--- src/shared/pcg_pkg.sv ---
// Constants and types shared by the programmable clock divider register block
package pcg_pkg;
    // Control word addresses
    localparam logic [3:0] PCG_ADR_FB_NIB0 = 4'h0;
    localparam logic [3:0] PCG_ADR_FB_NIB1 = 4'h1;
    localparam logic [3:0] PCG_ADR_FB_NIB2 = 4'h2;
    localparam logic [3:0] PCG_ADR_FB_NIB3 = 4'h3;
    localparam logic [3:0] PCG_ADR_REF_NIB0 = 4'h4;
    localparam logic [3:0] PCG_ADR_REF_NIB1 = 4'h5;
    localparam logic [3:0] PCG_ADR_REF_NIB2 = 4'h6;
    localparam logic [3:0] PCG_ADR_SYS_DIV = 4'h7;
    localparam logic [3:0] PCG_ADR_LOAD_DIV = 4'h8;
    localparam logic [3:0] PCG_ADR_PIX_POL = 4'h9;
    localparam logic [3:0] PCG_ADR_OUT_PUMP = 4'ha;
    localparam logic [3:0] PCG_ADR_FB_CFG = 4'hb;
    localparam logic [3:0] PCG_ADR_OSC_CTL = 4'hc;
    localparam logic [3:0] PCG_ADR_AUX_DIS = 4'hd;
    localparam logic [3:0] PCG_ADR_SYS_PHASE = 4'he;
    localparam logic [3:0] PCG_ADR_GATED_PHASE = 4'hf;
    // Field positions inside the configuration words
    localparam int PCG_BIT_PIX_INV = 3;
    localparam int PCG_BIT_PUMP2_DIS = 0;
    localparam int PCG_BIT_PUMP1_DIS = 1;
    localparam int PCG_BIT_TTL_GATED_DIS = 2;
    localparam int PCG_BIT_TTL_PIX_DIS = 3;
    localparam int PCG_BIT_TEST_MODE = 0;
    localparam int PCG_BIT_SYS_SRC = 1;
    localparam int PCG_BIT_MODE_SEL = 2;
    localparam int PCG_BIT_FB_TRI = 3;
    localparam int PCG_BIT_RING_LO = 0;
    localparam int PCG_BIT_RING_HI = 1;
    localparam int PCG_BIT_OSC_RST = 2;
    localparam int PCG_BIT_OSC_DIS = 3;
    localparam int PCG_BIT_LOAD_DIS = 0;
    localparam int PCG_BIT_REF_DIS = 3;
    // Value after reset of every control word
    localparam logic [3:0] PCG_CTL_RESET = 4'h0;
    // Dual-modulus high time in oscillator periods; horizontal high time in load periods
    localparam logic [15:0] PCG_N_HIGH_LEN = 16'h0020;
    localparam logic [11:0] PCG_H_HIGH_LEN = 12'h001;
    // Oscillator restart sequence, least time
    localparam int PCG_CLK_PERIOD_NS = 50;
    localparam int PCG_RESTART_NS = 1000;
    localparam int PCG_RESTART_CYC =
        (PCG_RESTART_NS + PCG_CLK_PERIOD_NS - 1) / PCG_CLK_PERIOD_NS;
    localparam logic [7:0] PCG_RESTART_CNT = 8'(PCG_RESTART_CYC);

    // Static controls handed to the analog section
    typedef struct packed {
        logic [11:0] ref_divide;
        logic [2:0] pix_divide_exp;
        logic pump1_disable;
        logic pump2_disable;
        logic ring_current_ratio_hi;
        logic ring_current_ratio_lo;
        logic oscillator_test_mode;
        logic oscillator_disable_bit;
        logic oscillator_reset_bit;
    } pcg_analog_t;

    // Clock outputs of the digital section
    typedef struct packed {
        logic pixel_clk_out;
        logic sys_clk_out;
        logic load_clk_out;
        logic gated_clk_out;
        logic ref_clk_out;
    } pcg_clocks_t;
endpackage : pcg_pkg

--- src/hdl/pcg_regs.sv ---
// Control word file and clock dividers of the programmable clock generator
//
// Summary of operation
// - Load divide-by-one disables horizontal and load outputs
// - Load clock 50%, odd moduli high one shorter
// - Word 14 delays system clock by pixels
// - Word 15 delays gated clock by system ticks
// - Horizontal modulus is eleven-bit value plus one
// - Horizontal output high one load period per cycle
// - Dual-modulus value is sixteen-bit words zero-three
// - Dual-modulus output high thirty-two oscillator periods
// - Modulus equals 32(B-Ainv) plus 31(1+Ainv)
// - Enable rising edge stores data at address
// - Mode bit selects dual-modulus or horizontal meaning
// - Horizontal value starts word one bit one
// - Reset selects crystal for system clock
// - Reset leaves oscillator enabled
// - Reset clears oscillator test mode
// - Oscillator reset bit self-clears after restart
// - Mode bit low horizontal, high dual-modulus
// - Tristate bit high floats feedback pin
`timescale 1ns/1ns
module pcg_regs
    import pcg_pkg::*;
(
    input wire logic clk_sys,
    input wire logic rst_b,
    input wire logic [3:0] ctl_addr,
    input wire logic [3:0] ctl_data,
    input wire logic ctl_enable,
    input wire logic vco_clk_in,
    input wire logic pixel_clk_in,
    input wire logic xtal_clk_in,
    input wire logic ref_div_in,
    input wire logic feedback_pin_i,
    output logic feedback_pin_o,
    output logic feedback_pin_oe,
    output logic comparator_fbk,
    output pcg_clocks_t clk_out,
    output pcg_analog_t analog_ctl,
    output logic ref_out_disable
);
    // Sixteen write-only control words; no readback port exists
    logic [3:0] ctl_r [16];
    logic enable_r;
    logic vco_r;
    logic pix_r;
    logic [7:0] restart_r;
    logic [15:0] sys_sh_r;
    logic [15:0] gated_sh_r;
    logic sys_clk_r;
    logic gated_clk_r;
    logic load_r;
    logic fb_r;

    // Write strobe is taken on its rising edge; the host keeps lines still
    wire write_fire = ctl_enable && !enable_r;
    wire vco_tick = vco_clk_in && !vco_r;
    wire pix_tick = pixel_clk_in && !pix_r;

    // Named views of the control words
    wire [3:0] w_fb_cfg = ctl_r[PCG_ADR_FB_CFG];
    wire [3:0] w_osc = ctl_r[PCG_ADR_OSC_CTL];
    wire [3:0] w_out = ctl_r[PCG_ADR_OUT_PUMP];
    wire [3:0] w_aux = ctl_r[PCG_ADR_AUX_DIS];
    wire [3:0] w_pix = ctl_r[PCG_ADR_PIX_POL];
    wire [3:0] sys_div = ctl_r[PCG_ADR_SYS_DIV];
    wire [3:0] load_div = ctl_r[PCG_ADR_LOAD_DIV];
    wire [3:0] system_phase_delay = ctl_r[PCG_ADR_SYS_PHASE];
    wire [3:0] gated_phase_delay = ctl_r[PCG_ADR_GATED_PHASE];

    wire divider_mode_select = w_fb_cfg[PCG_BIT_MODE_SEL];
    wire feedback_output_tristate = w_fb_cfg[PCG_BIT_FB_TRI];
    wire sys_src_divider = w_fb_cfg[PCG_BIT_SYS_SRC];
    wire pixel_polarity_invert = w_pix[PCG_BIT_PIX_INV];
    wire ttl_pixel_out_disable = w_out[PCG_BIT_TTL_PIX_DIS];
    wire ttl_gated_out_disable = w_out[PCG_BIT_TTL_GATED_DIS];
    wire load_out_disable = w_aux[PCG_BIT_LOAD_DIS];

    // Words zero to three read two ways depending on the mode bit
    wire [15:0] dual_modulus_value =
        {ctl_r[PCG_ADR_FB_NIB3], ctl_r[PCG_ADR_FB_NIB2],
         ctl_r[PCG_ADR_FB_NIB1], ctl_r[PCG_ADR_FB_NIB0]};
    wire [10:0] horizontal_divide_value = dual_modulus_value[15:5];

    // Prescaler form of the modulus; reduces to the plain binary value
    function automatic logic [15:0] nmod_fn(input logic [15:0] v);
        logic [16:0] b;
        logic [16:0] a_inv;
        logic [16:0] sum;
        b = {6'h00, v[15:5]};
        a_inv = {12'h000, ~v[4:0]};
        sum = 17'((b - a_inv) << 5) + 17'((17'h0_0001 + a_inv) * 17'h0_001f);
        return sum[15:0];
    endfunction : nmod_fn

    // Control word storage; oscillator reset bit self-clears after restart
    genvar gi;
    generate
        for (gi = 0; gi < 16; gi++)
        begin : g_word
            wire hit = write_fire && (ctl_addr == 4'(gi));
            if (gi == 12)
            begin : g_osc
                wire done = (restart_r == 8'h01);
                always_ff @(posedge clk_sys)
                begin
                    if (!rst_b)
                        ctl_r[gi] <= PCG_CTL_RESET;
                    else if (hit)
                        ctl_r[gi] <= ctl_data;
                    else if (done)
                        ctl_r[gi][PCG_BIT_OSC_RST] <= 1'b0;
                end
            end
            else
            begin : g_plain
                always_ff @(posedge clk_sys)
                begin
                    if (!rst_b)
                        ctl_r[gi] <= PCG_CTL_RESET;
                    else if (hit)
                        ctl_r[gi] <= ctl_data;
                end
            end
        end
    endgenerate

    // Restart sequence timer; a new write of the bit restarts it
    wire restart_start = write_fire && (ctl_addr == PCG_ADR_OSC_CTL)
        && ctl_data[PCG_BIT_OSC_RST];
    always_ff @(posedge clk_sys)
    begin
        if (!rst_b)
            restart_r <= 8'h00;
        else if (restart_start)
            restart_r <= PCG_RESTART_CNT;
        else if (restart_r != 8'h00)
            restart_r <= restart_r - 8'h01;
    end

    // Edge detectors for strobe and the incoming clock levels
    always_ff @(posedge clk_sys)
    begin
        if (!rst_b)
        begin
            enable_r <= 1'b0;
            vco_r <= 1'b0;
            pix_r <= 1'b0;
        end
        else
        begin
            enable_r <= ctl_enable;
            vco_r <= vco_clk_in;
            pix_r <= pixel_clk_in;
        end
    end

    // System clock divider on pixel ticks; modulus is word plus one
    logic s_out;
    logic s_term;
    wire [4:0] s_mod = {1'b0, sys_div} + 5'h01;
    pcg_div #(.W(5)) u_sys_div (
        .clk_sys(clk_sys),
        .rst_b(rst_b),
        .run(1'b1),
        .tick(pix_tick),
        .modulus(s_mod),
        .high_len({1'b0, s_mod[4:1]}),
        .out_lvl(s_out),
        .term(s_term)
    );
    // Divide by one hands pixel rate straight to the load divider
    wire s_tick = (sys_div == 4'h0) ? pix_tick : s_term;

    // Load clock divider; divide by one stops it and the horizontal count
    logic l_out;
    logic l_term;
    wire [4:0] l_mod = {1'b0, load_div} + 5'h01;
    wire l_run = (load_div != 4'h0);
    pcg_div #(.W(5)) u_load_div (
        .clk_sys(clk_sys),
        .rst_b(rst_b),
        .run(l_run),
        .tick(s_tick),
        .modulus(l_mod),
        .high_len({1'b0, l_mod[4:1]}),
        .out_lvl(l_out),
        .term(l_term)
    );

    // Horizontal divider counts load clock rising edges
    logic h_out;
    wire h_run = l_run && !divider_mode_select;
    pcg_div #(.W(12)) u_horiz_div (
        .clk_sys(clk_sys),
        .rst_b(rst_b),
        .run(h_run),
        .tick(l_term),
        .modulus({1'b0, horizontal_divide_value} + 12'h001),
        .high_len(PCG_H_HIGH_LEN),
        .out_lvl(h_out),
        .term()
    );

    // Dual-modulus divider counts oscillator periods
    logic n_out;
    wire [15:0] n_mod = nmod_fn(dual_modulus_value);
    wire n_run = divider_mode_select && (n_mod != 16'h0000);
    pcg_div #(.W(16)) u_dual_div (
        .clk_sys(clk_sys),
        .rst_b(rst_b),
        .run(n_run),
        .tick(vco_tick),
        .modulus(n_mod),
        .high_len(PCG_N_HIGH_LEN),
        .out_lvl(n_out),
        .term()
    );

    // Phase delay lines; tap zero is the undelayed source
    wire [15:0] sys_taps = {sys_sh_r[14:0], s_out};
    wire [15:0] gated_taps = {gated_sh_r[14:0], l_out};
    always_ff @(posedge clk_sys)
    begin
        if (!rst_b)
        begin
            sys_sh_r <= 16'h0000;
            gated_sh_r <= 16'h0000;
        end
        else
        begin
            if (pix_tick)
                sys_sh_r <= sys_taps;
            if (s_tick)
                gated_sh_r <= gated_taps;
        end
    end

    // Output selection; divider-sourced system clock sits static low when divide is one
    wire sys_from_div = (sys_div == 4'h0) ? 1'b0 : sys_taps[system_phase_delay];
    wire sys_clk_nxt = sys_src_divider ? sys_from_div : xtal_clk_in;
    wire gated_nxt = ttl_gated_out_disable || gated_taps[gated_phase_delay];
    wire load_nxt = load_out_disable || (l_run && l_out);
    wire fb_nxt = divider_mode_select ? n_out : h_out;

    always_ff @(posedge clk_sys)
    begin
        if (!rst_b)
        begin
            sys_clk_r <= 1'b0;
            gated_clk_r <= 1'b0;
            load_r <= 1'b0;
            fb_r <= 1'b0;
        end
        else
        begin
            sys_clk_r <= sys_clk_nxt;
            gated_clk_r <= gated_nxt;
            load_r <= load_nxt;
            fb_r <= fb_nxt;
        end
    end

    // Feedback pin drive; the comparator sees the pin when floated
    assign feedback_pin_o = fb_r;
    assign feedback_pin_oe = !feedback_output_tristate;
    assign comparator_fbk = feedback_output_tristate ? feedback_pin_i : fb_r;

    // Clock output bundle; disabled outputs sit high
    assign clk_out.pixel_clk_out = ttl_pixel_out_disable
        || (pixel_clk_in ^ pixel_polarity_invert);
    assign clk_out.sys_clk_out = sys_clk_r;
    assign clk_out.load_clk_out = load_r;
    assign clk_out.gated_clk_out = gated_clk_r;
    assign clk_out.ref_clk_out = w_aux[PCG_BIT_REF_DIS] || ref_div_in;

    // Static controls to the analog section
    assign analog_ctl.ref_divide = {ctl_r[PCG_ADR_REF_NIB2], ctl_r[PCG_ADR_REF_NIB1],
                                    ctl_r[PCG_ADR_REF_NIB0]};
    assign analog_ctl.pix_divide_exp = w_pix[2:0];
    assign analog_ctl.pump1_disable = w_out[PCG_BIT_PUMP1_DIS];
    assign analog_ctl.pump2_disable = w_out[PCG_BIT_PUMP2_DIS];
    assign analog_ctl.ring_current_ratio_hi = w_osc[PCG_BIT_RING_HI];
    assign analog_ctl.ring_current_ratio_lo = w_osc[PCG_BIT_RING_LO];
    assign analog_ctl.oscillator_test_mode = w_fb_cfg[PCG_BIT_TEST_MODE];
    assign analog_ctl.oscillator_disable_bit = w_osc[PCG_BIT_OSC_DIS];
    assign analog_ctl.oscillator_reset_bit = w_osc[PCG_BIT_OSC_RST];
    assign ref_out_disable = w_aux[PCG_BIT_REF_DIS];
endmodule : pcg_regs

--- src/hdl/pcg_div.sv ---
// Programmable modulus divider with glitch-free modulus reload
`timescale 1ns/1ns
module pcg_div
    import pcg_pkg::*;
#(
    parameter int W = 16
)
(
    input wire logic clk_sys,
    input wire logic rst_b,
    input wire logic run,
    input wire logic tick,
    input wire logic [W-1:0] modulus,
    input wire logic [W-1:0] high_len,
    output logic out_lvl,
    output logic term
);
    logic [W-1:0] cnt_r;
    logic [W-1:0] mod_r;
    logic [W-1:0] hi_r;
    logic [W-1:0] cnt_nxt;
    logic [W-1:0] mod_nxt;
    logic [W-1:0] hi_nxt;

    // Terminal count; a zero modulus behaves as divide by one
    wire last = (mod_r <= W'(1)) || (cnt_r == mod_r - W'(1));
    assign term = run && tick && last;

    // New modulus taken at terminal count or while stopped, so no pulse is cut short
    always_comb
    begin
        cnt_nxt = cnt_r;
        mod_nxt = mod_r;
        hi_nxt = hi_r;
        if (!run)
        begin
            cnt_nxt = '0;
            mod_nxt = modulus;
            hi_nxt = high_len;
        end
        else if (tick)
        begin
            if (last)
            begin
                cnt_nxt = '0;
                mod_nxt = modulus;
                hi_nxt = high_len;
            end
            else
            begin
                cnt_nxt = cnt_r + W'(1);
            end
        end
    end

    // Output is high for the first high_len counts of each cycle
    always_ff @(posedge clk_sys)
    begin
        if (!rst_b)
        begin
            cnt_r <= '0;
            mod_r <= '0;
            hi_r <= '0;
            out_lvl <= 1'b0;
        end
        else
        begin
            cnt_r <= cnt_nxt;
            mod_r <= mod_nxt;
            hi_r <= hi_nxt;
            out_lvl <= run && (cnt_nxt < hi_nxt);
        end
    end
endmodule : pcg_div

--- config.mk ---
export PLATFORM = sky130hd
export DESIGN_NAME = pcg_regs
export DESIGN_NICKNAME = d
export VERILOG_FILES = /design/src/shared/pcg_pkg.sv /design/src/hdl/pcg_regs.sv /design/src/hdl/pcg_div.sv
export SDC_FILE = /design/constraint.sdc
export NUM_CORES = 1
export LEC_CHECK = 0
export ABC_AREA = 1
export BUFFER_PORTS_ARGS = -buffer_cell sky130_fd_sc_hd__buf_2
export CAP_MARGIN = 0
export CORE_UTILIZATION = 55
export CTS_CLUSTER_SIZE = 14
export DETAILED_ROUTE_END_ITERATION = 7
export PLACE_DENSITY = 0.72
export SETUP_SLACK_MARGIN = 0.4
export SLEW_MARGIN = 0
export SYNTH_ARGS = -nofsm -noshare
export SYNTH_HDL_FRONTEND = slang
export SYNTH_HIERARCHICAL = 1
export SYNTH_SLANG_ARGS = --single-unit
--- constraint.sdc ---
create_clock -name clk_sys -period 8 [get_ports clk_sys]
set_input_delay 1.2 -clock clk_sys [delete_from_list [all_inputs] [get_ports clk_sys]]
set_output_delay 1.2 -clock clk_sys [all_outputs]
set_load 0.01 [all_outputs]
## Word level (Yosys, flattened, before mapping)

Memories as Yosys holds them, arrays and structs flattened.
Index checks and enable logic that the tools add are counted.

| operators by class | value |
|---|---|
| add/sub/neg operators | 15 |
| $mul | 1 |
| divide/modulo/power cells | 0 |
| order comparisons | 10 |
| equal/unequal tests | 26 |
| shifts and indexed selects | 0 |
| multiplexer cells | 112 |
| bitwise logic cells | 20 |
| reduce and logical (&&, ||, !) cells | 53 |

Operators by type and width:

| operator | number |
|---|---|
| $mux 16 | 9 |
| $mux 12 | 9 |
| $mux 5 | 15 |
| $mux 4 | 16 |
| $mux 1 | 61 |
| $eq 4x4->1 const B | 8 |
| $logic_and 1x1->1 | 29 |
| $or 1x1->1 | 17 |
| $add 16x1->16 const B | 1 |
| $add 16x11->16 | 1 |
| $eq 16x16->1 | 1 |
| $eq 4x3->1 const B | 4 |
| $le 16x1->1 const B | 1 |
| $lt 16x16->1 | 1 |
| $reduce_bool 16->1 | 1 |
| $sub 16x1->16 const B | 1 |
| $add 11x1->12 const B | 1 |
| $add 12x1->12 const B | 1 |
| $eq 12x12->1 | 1 |
| $le 12x1->1 const B | 1 |
| $lt 12x12->1 | 1 |
| $sub 12x1->12 const B | 1 |
| $mul 6x5->11 const B | 1 |
| $sub 11x5->11 | 1 |
| other kinds (26) | 54 |

| word-level totals | value |
|---|---|
| register bits | 163 |
| latch bits | 0 |
| memory bits (writable) | 64 |
| ROM bits | 0 |
| input bits | 16 |
| output and inout bits | 31 |
| memories | 1 |

Memories:

| name | words | bits a word | rd ports | clocked after Yosys merged registers in | wr ports | RTL line | RTL |
|---|---|---|---|---|---|---|---|
| ctl_r | 16 | 4 | 16 | 0 | 16 | pcg_regs.sv:44 | `logic [3:0] ctl_r [16];` |

## Logic depth before layout (Yosys ltp)

| depth | value |
|---|---|
| word-level depth | 11 |
| depth in mapped cells | 41 |
| mapped depth without buffers | 41 |

## Hierarchy

Netlist, hierarchy kept.

Modules (own cells, without submodules):

| module | instances | cells an instance | area each (sq um) | sequential area each (sq um) |
|---|---|---|---|---|
| pcg_regs | 1 | 825 | 6638.9 | 2762.6 |
| pcg_div at u_dual_div | 1 | 493 | 3325.7 | 980.9 |
| pcg_div at u_horiz_div | 1 | 345 | 2402.3 | 740.7 |
| pcg_div at u_load_div ... | 2 | 144 | 994.7 | 320.3 |

## Worst setup path after synthesis

Ideal clock, no wire load.

| timing | value |
|---|---|
| kind | register -> register |
| start | memory ctl_r[0][1] |
| end | register u_dual_div.out_lvl |
| arrival | 5707 ps |
| required time | 7933 ps |
| setup slack | 2226 ps |
| stages on the path, launching flop included | 37 |
| path buffers | 1 |
| clock period less this slack | 5774 ps |
| cell sequence | edfxtp_1 > inv_1 > ha_1 > nand3_1 > xor2_1 > inv_1 > fa_1 > inv_1 > fa_1 > inv_1 > fa_1 > inv_1 > ha_1 > nand3_1 > nand2_1 > nand2_1 > nand2_1 > nand2_1 > nand2_1 > nand3_4 > nor2_2 > nand2_1 > nand2_1 > nor2_1 > nor2_1 > nand2_1 > nand2_4 > inv_2 > buf_2 > nor2_1 > ha_1 > a21oi_1 > nor2_1 > a211oi_1 > o21a_1 > o21ai_0 > a21oi_2 |

RTL lines:

| item | RTL line | RTL |
|---|---|---|
| from (decl) | pcg_regs.sv:44 |  |
| to (signal assigned) | pcg_div.sv:71 | `out_lvl <= run && (cnt_nxt < hi_nxt);` |
| to (decl) | pcg_div.sv:15 | `output logic out_lvl,` |

==> impl_metrics.toml <==
[placed_design]
placement.io_buffers = 46
hpwl_um = 23400
routabilityCongestion = 0.864
placed_cells = 2292
place_ws_ns = 0.944

[timing]
setup_viol = 0
grt_setup_unrepaired = "no"
max_slew_margin_pct = 19.2
hold_ws_ns = 0.457
max_freq_mhz = 143
period_share_pct = 87.3
hold_viol_final = 0
min_period_ns = 6.99
timing.setup.tns_ns = 0
tightestPinTransition_ns = 1.20
timing.final.ws_setup_ns = 1.01
slew_violations = 0
finClkSkew_ns = 0.0128

[clock_tree]
hold_buffers = 0
cts_resized = 0
cts_sinks = 225
clockRootBuffer = "clkbuf_16"
cts_setup_buffers = 0
cts.reportedPaths.clkPinSlew_ns = 0.06
insertion_delay_ns = 0.54
htree_levels = 1
cts_made_buffers = 26
tritoncts = "done"
clk_path_buf_depth = 3

[hold_path]
hp-class = "reg2reg"

[grt]
antenna_found_initial = 0
grt_pass1_wl_um = 52200
overflow = 0
grt_start_max_net_pins = 58
track_usage_pct = 23.6
grt_pass1_vias = 11510

[yosys]
yosys_warnings = 6
syn_area_um2 = 14300
synth.avg_cell_area_um2 = 7.36
syn_inst = 1949

[critical_path]
slowest_delay_ns = 0.53
end_kind = "register"
worst_setup_path_start_kind = "register"
cpMostUsedCell = "nand2_1"
arrival_ns = 7.46
path_class = "reg2reg"
worstPathMaxFanout = 40
critical_path_required_ns = 8.47
cp_slowest_cell = "fa_1"

[finish]
final_cell_mix = "nand2_1, nor2_1, inv_1, dfxtp_1, nand3_1"
final_common_cell = "nand2_1"
drive_above_1_share_pct = 9.45
diodes = 0
final_nets = 2100
stdcell_count = 2340
syn_to_final_growth_pct = 8.98

[drt]
vias = 12083
totalWireLength_um = 31000
remaining_drc_errors = 0
drt_first_pass_iters = 5
dr.first_iter.drc_count = 659
wl_per_cell_um = 13.2
avgViaCountPerCell = 5.16
antenna_left = 0

[pwr]
max-vdd-ir-drop_uv = 216
total_leakage_power_nw = 7.50
fin_total_pwr_mw = 3.76
power_density_nw_per_um2 = 240

[die]
core_um2 = 25400
dieArea_um2 = 26700
fp.dieW_um = 164
std_cell_rows = 58
pin_count = 47
start_util_pct = 56.5
die_y_um = 164

[job]
cap_violations = 0

[outcome]
status = "finished clean"
==> critical path: cells and delay by family, from the launching register on <==
family / cells / cell delay, ns
compound gates: 5 / 0.74
xor+xnor: 1 / 0.26
buf+inv: 6 / 0.76
fa+ha+maj: 6 / 2.42
simple gates: 17 / 2.23
flops: 1 / 0.50
==> routing by layer <==
layer  global-route usage [%]  routed length [um]
met1                     29.0               14100
met2                     43.7               15300
met3                     2.77                1010
met4                     5.56                 625
met5                        0                   0
==> registers in the layout, summed over array words and instances, names as in the netlist, 5 cells and up <==
| signal | count |
|---|---|
| gated_sh_r | 15 |
| u_dual_div/mod_r | 16 |
| restart_r | 8 |
| sys_sh_r | 15 |
| u_load_div/cnt_r | 5 |
| u_sys_div/mod_r | 5 |
| u_horiz_div/hi_r | 12 |
| u_load_div/hi_r | 5 |
| u_horiz_div/mod_r | 12 |
| u_load_div/mod_r | 5 |
| ctl_r | 62 |
| u_dual_div/cnt_r | 16 |
| u_horiz_div/cnt_r | 12 |
| u_sys_div/cnt_r | 5 |
| u_dual_div/hi_r | 16 |
| u_sys_div/hi_r | 5 |
==> where the power goes <==
group          internal [mW]  total, mW  switching [mW]
logic                  0.402       1.15           0.746
clock network          0.772       1.26           0.487
registers               1.27       1.35          0.0832
total                   2.44       3.76            1.32
==> final timing paths <==
kind	start	to	slack, ns	depth (start not counted)
max	ctl_r[0][0]$_SDFFCE_PN0P_	u_dual_div/out_lvl$_SDFF_PN0_	1.01	35
min	sys_sh_r[14]$_SDFFE_PN0P_	sys_sh_r[14]$_SDFFE_PN0P_	0.46	2
max reg2reg	ctl_r[0][0]$_SDFFCE_PN0P_	u_dual_div/out_lvl$_SDFF_PN0_	1.01	35
min reg2reg	sys_sh_r[14]$_SDFFE_PN0P_	sys_sh_r[14]$_SDFFE_PN0P_	0.46	2
==> through the flow <==
stage | cell area (um^2) | utilization [%]
finish | 15600 | 61.6
global route | 15600 | 61.6
CTS | 15600 | 61.5
detailed placement | 14700 | 57.9
global placement | 14700 | 57.9
floorplan | 14500 | -
==> area by class of cell <==
| cell class | instances | area (um^2) |
|---|---|---|
| Clock buffer | 28 | 668 |
| Sequential cell | 225 | 5120 |
| Tap cell | 330 | 413 |
| Clock inverter | 20 | 260 |
| Timing Repair Buffer | 50 | 260 |
| Fill cell | 2300 | 9760 |
| Inverter | 291 | 1090 |
| Multi-Input combinational cell | 1396 | 7820 |
No activity file was read; power rests on OpenSTA's default activity.
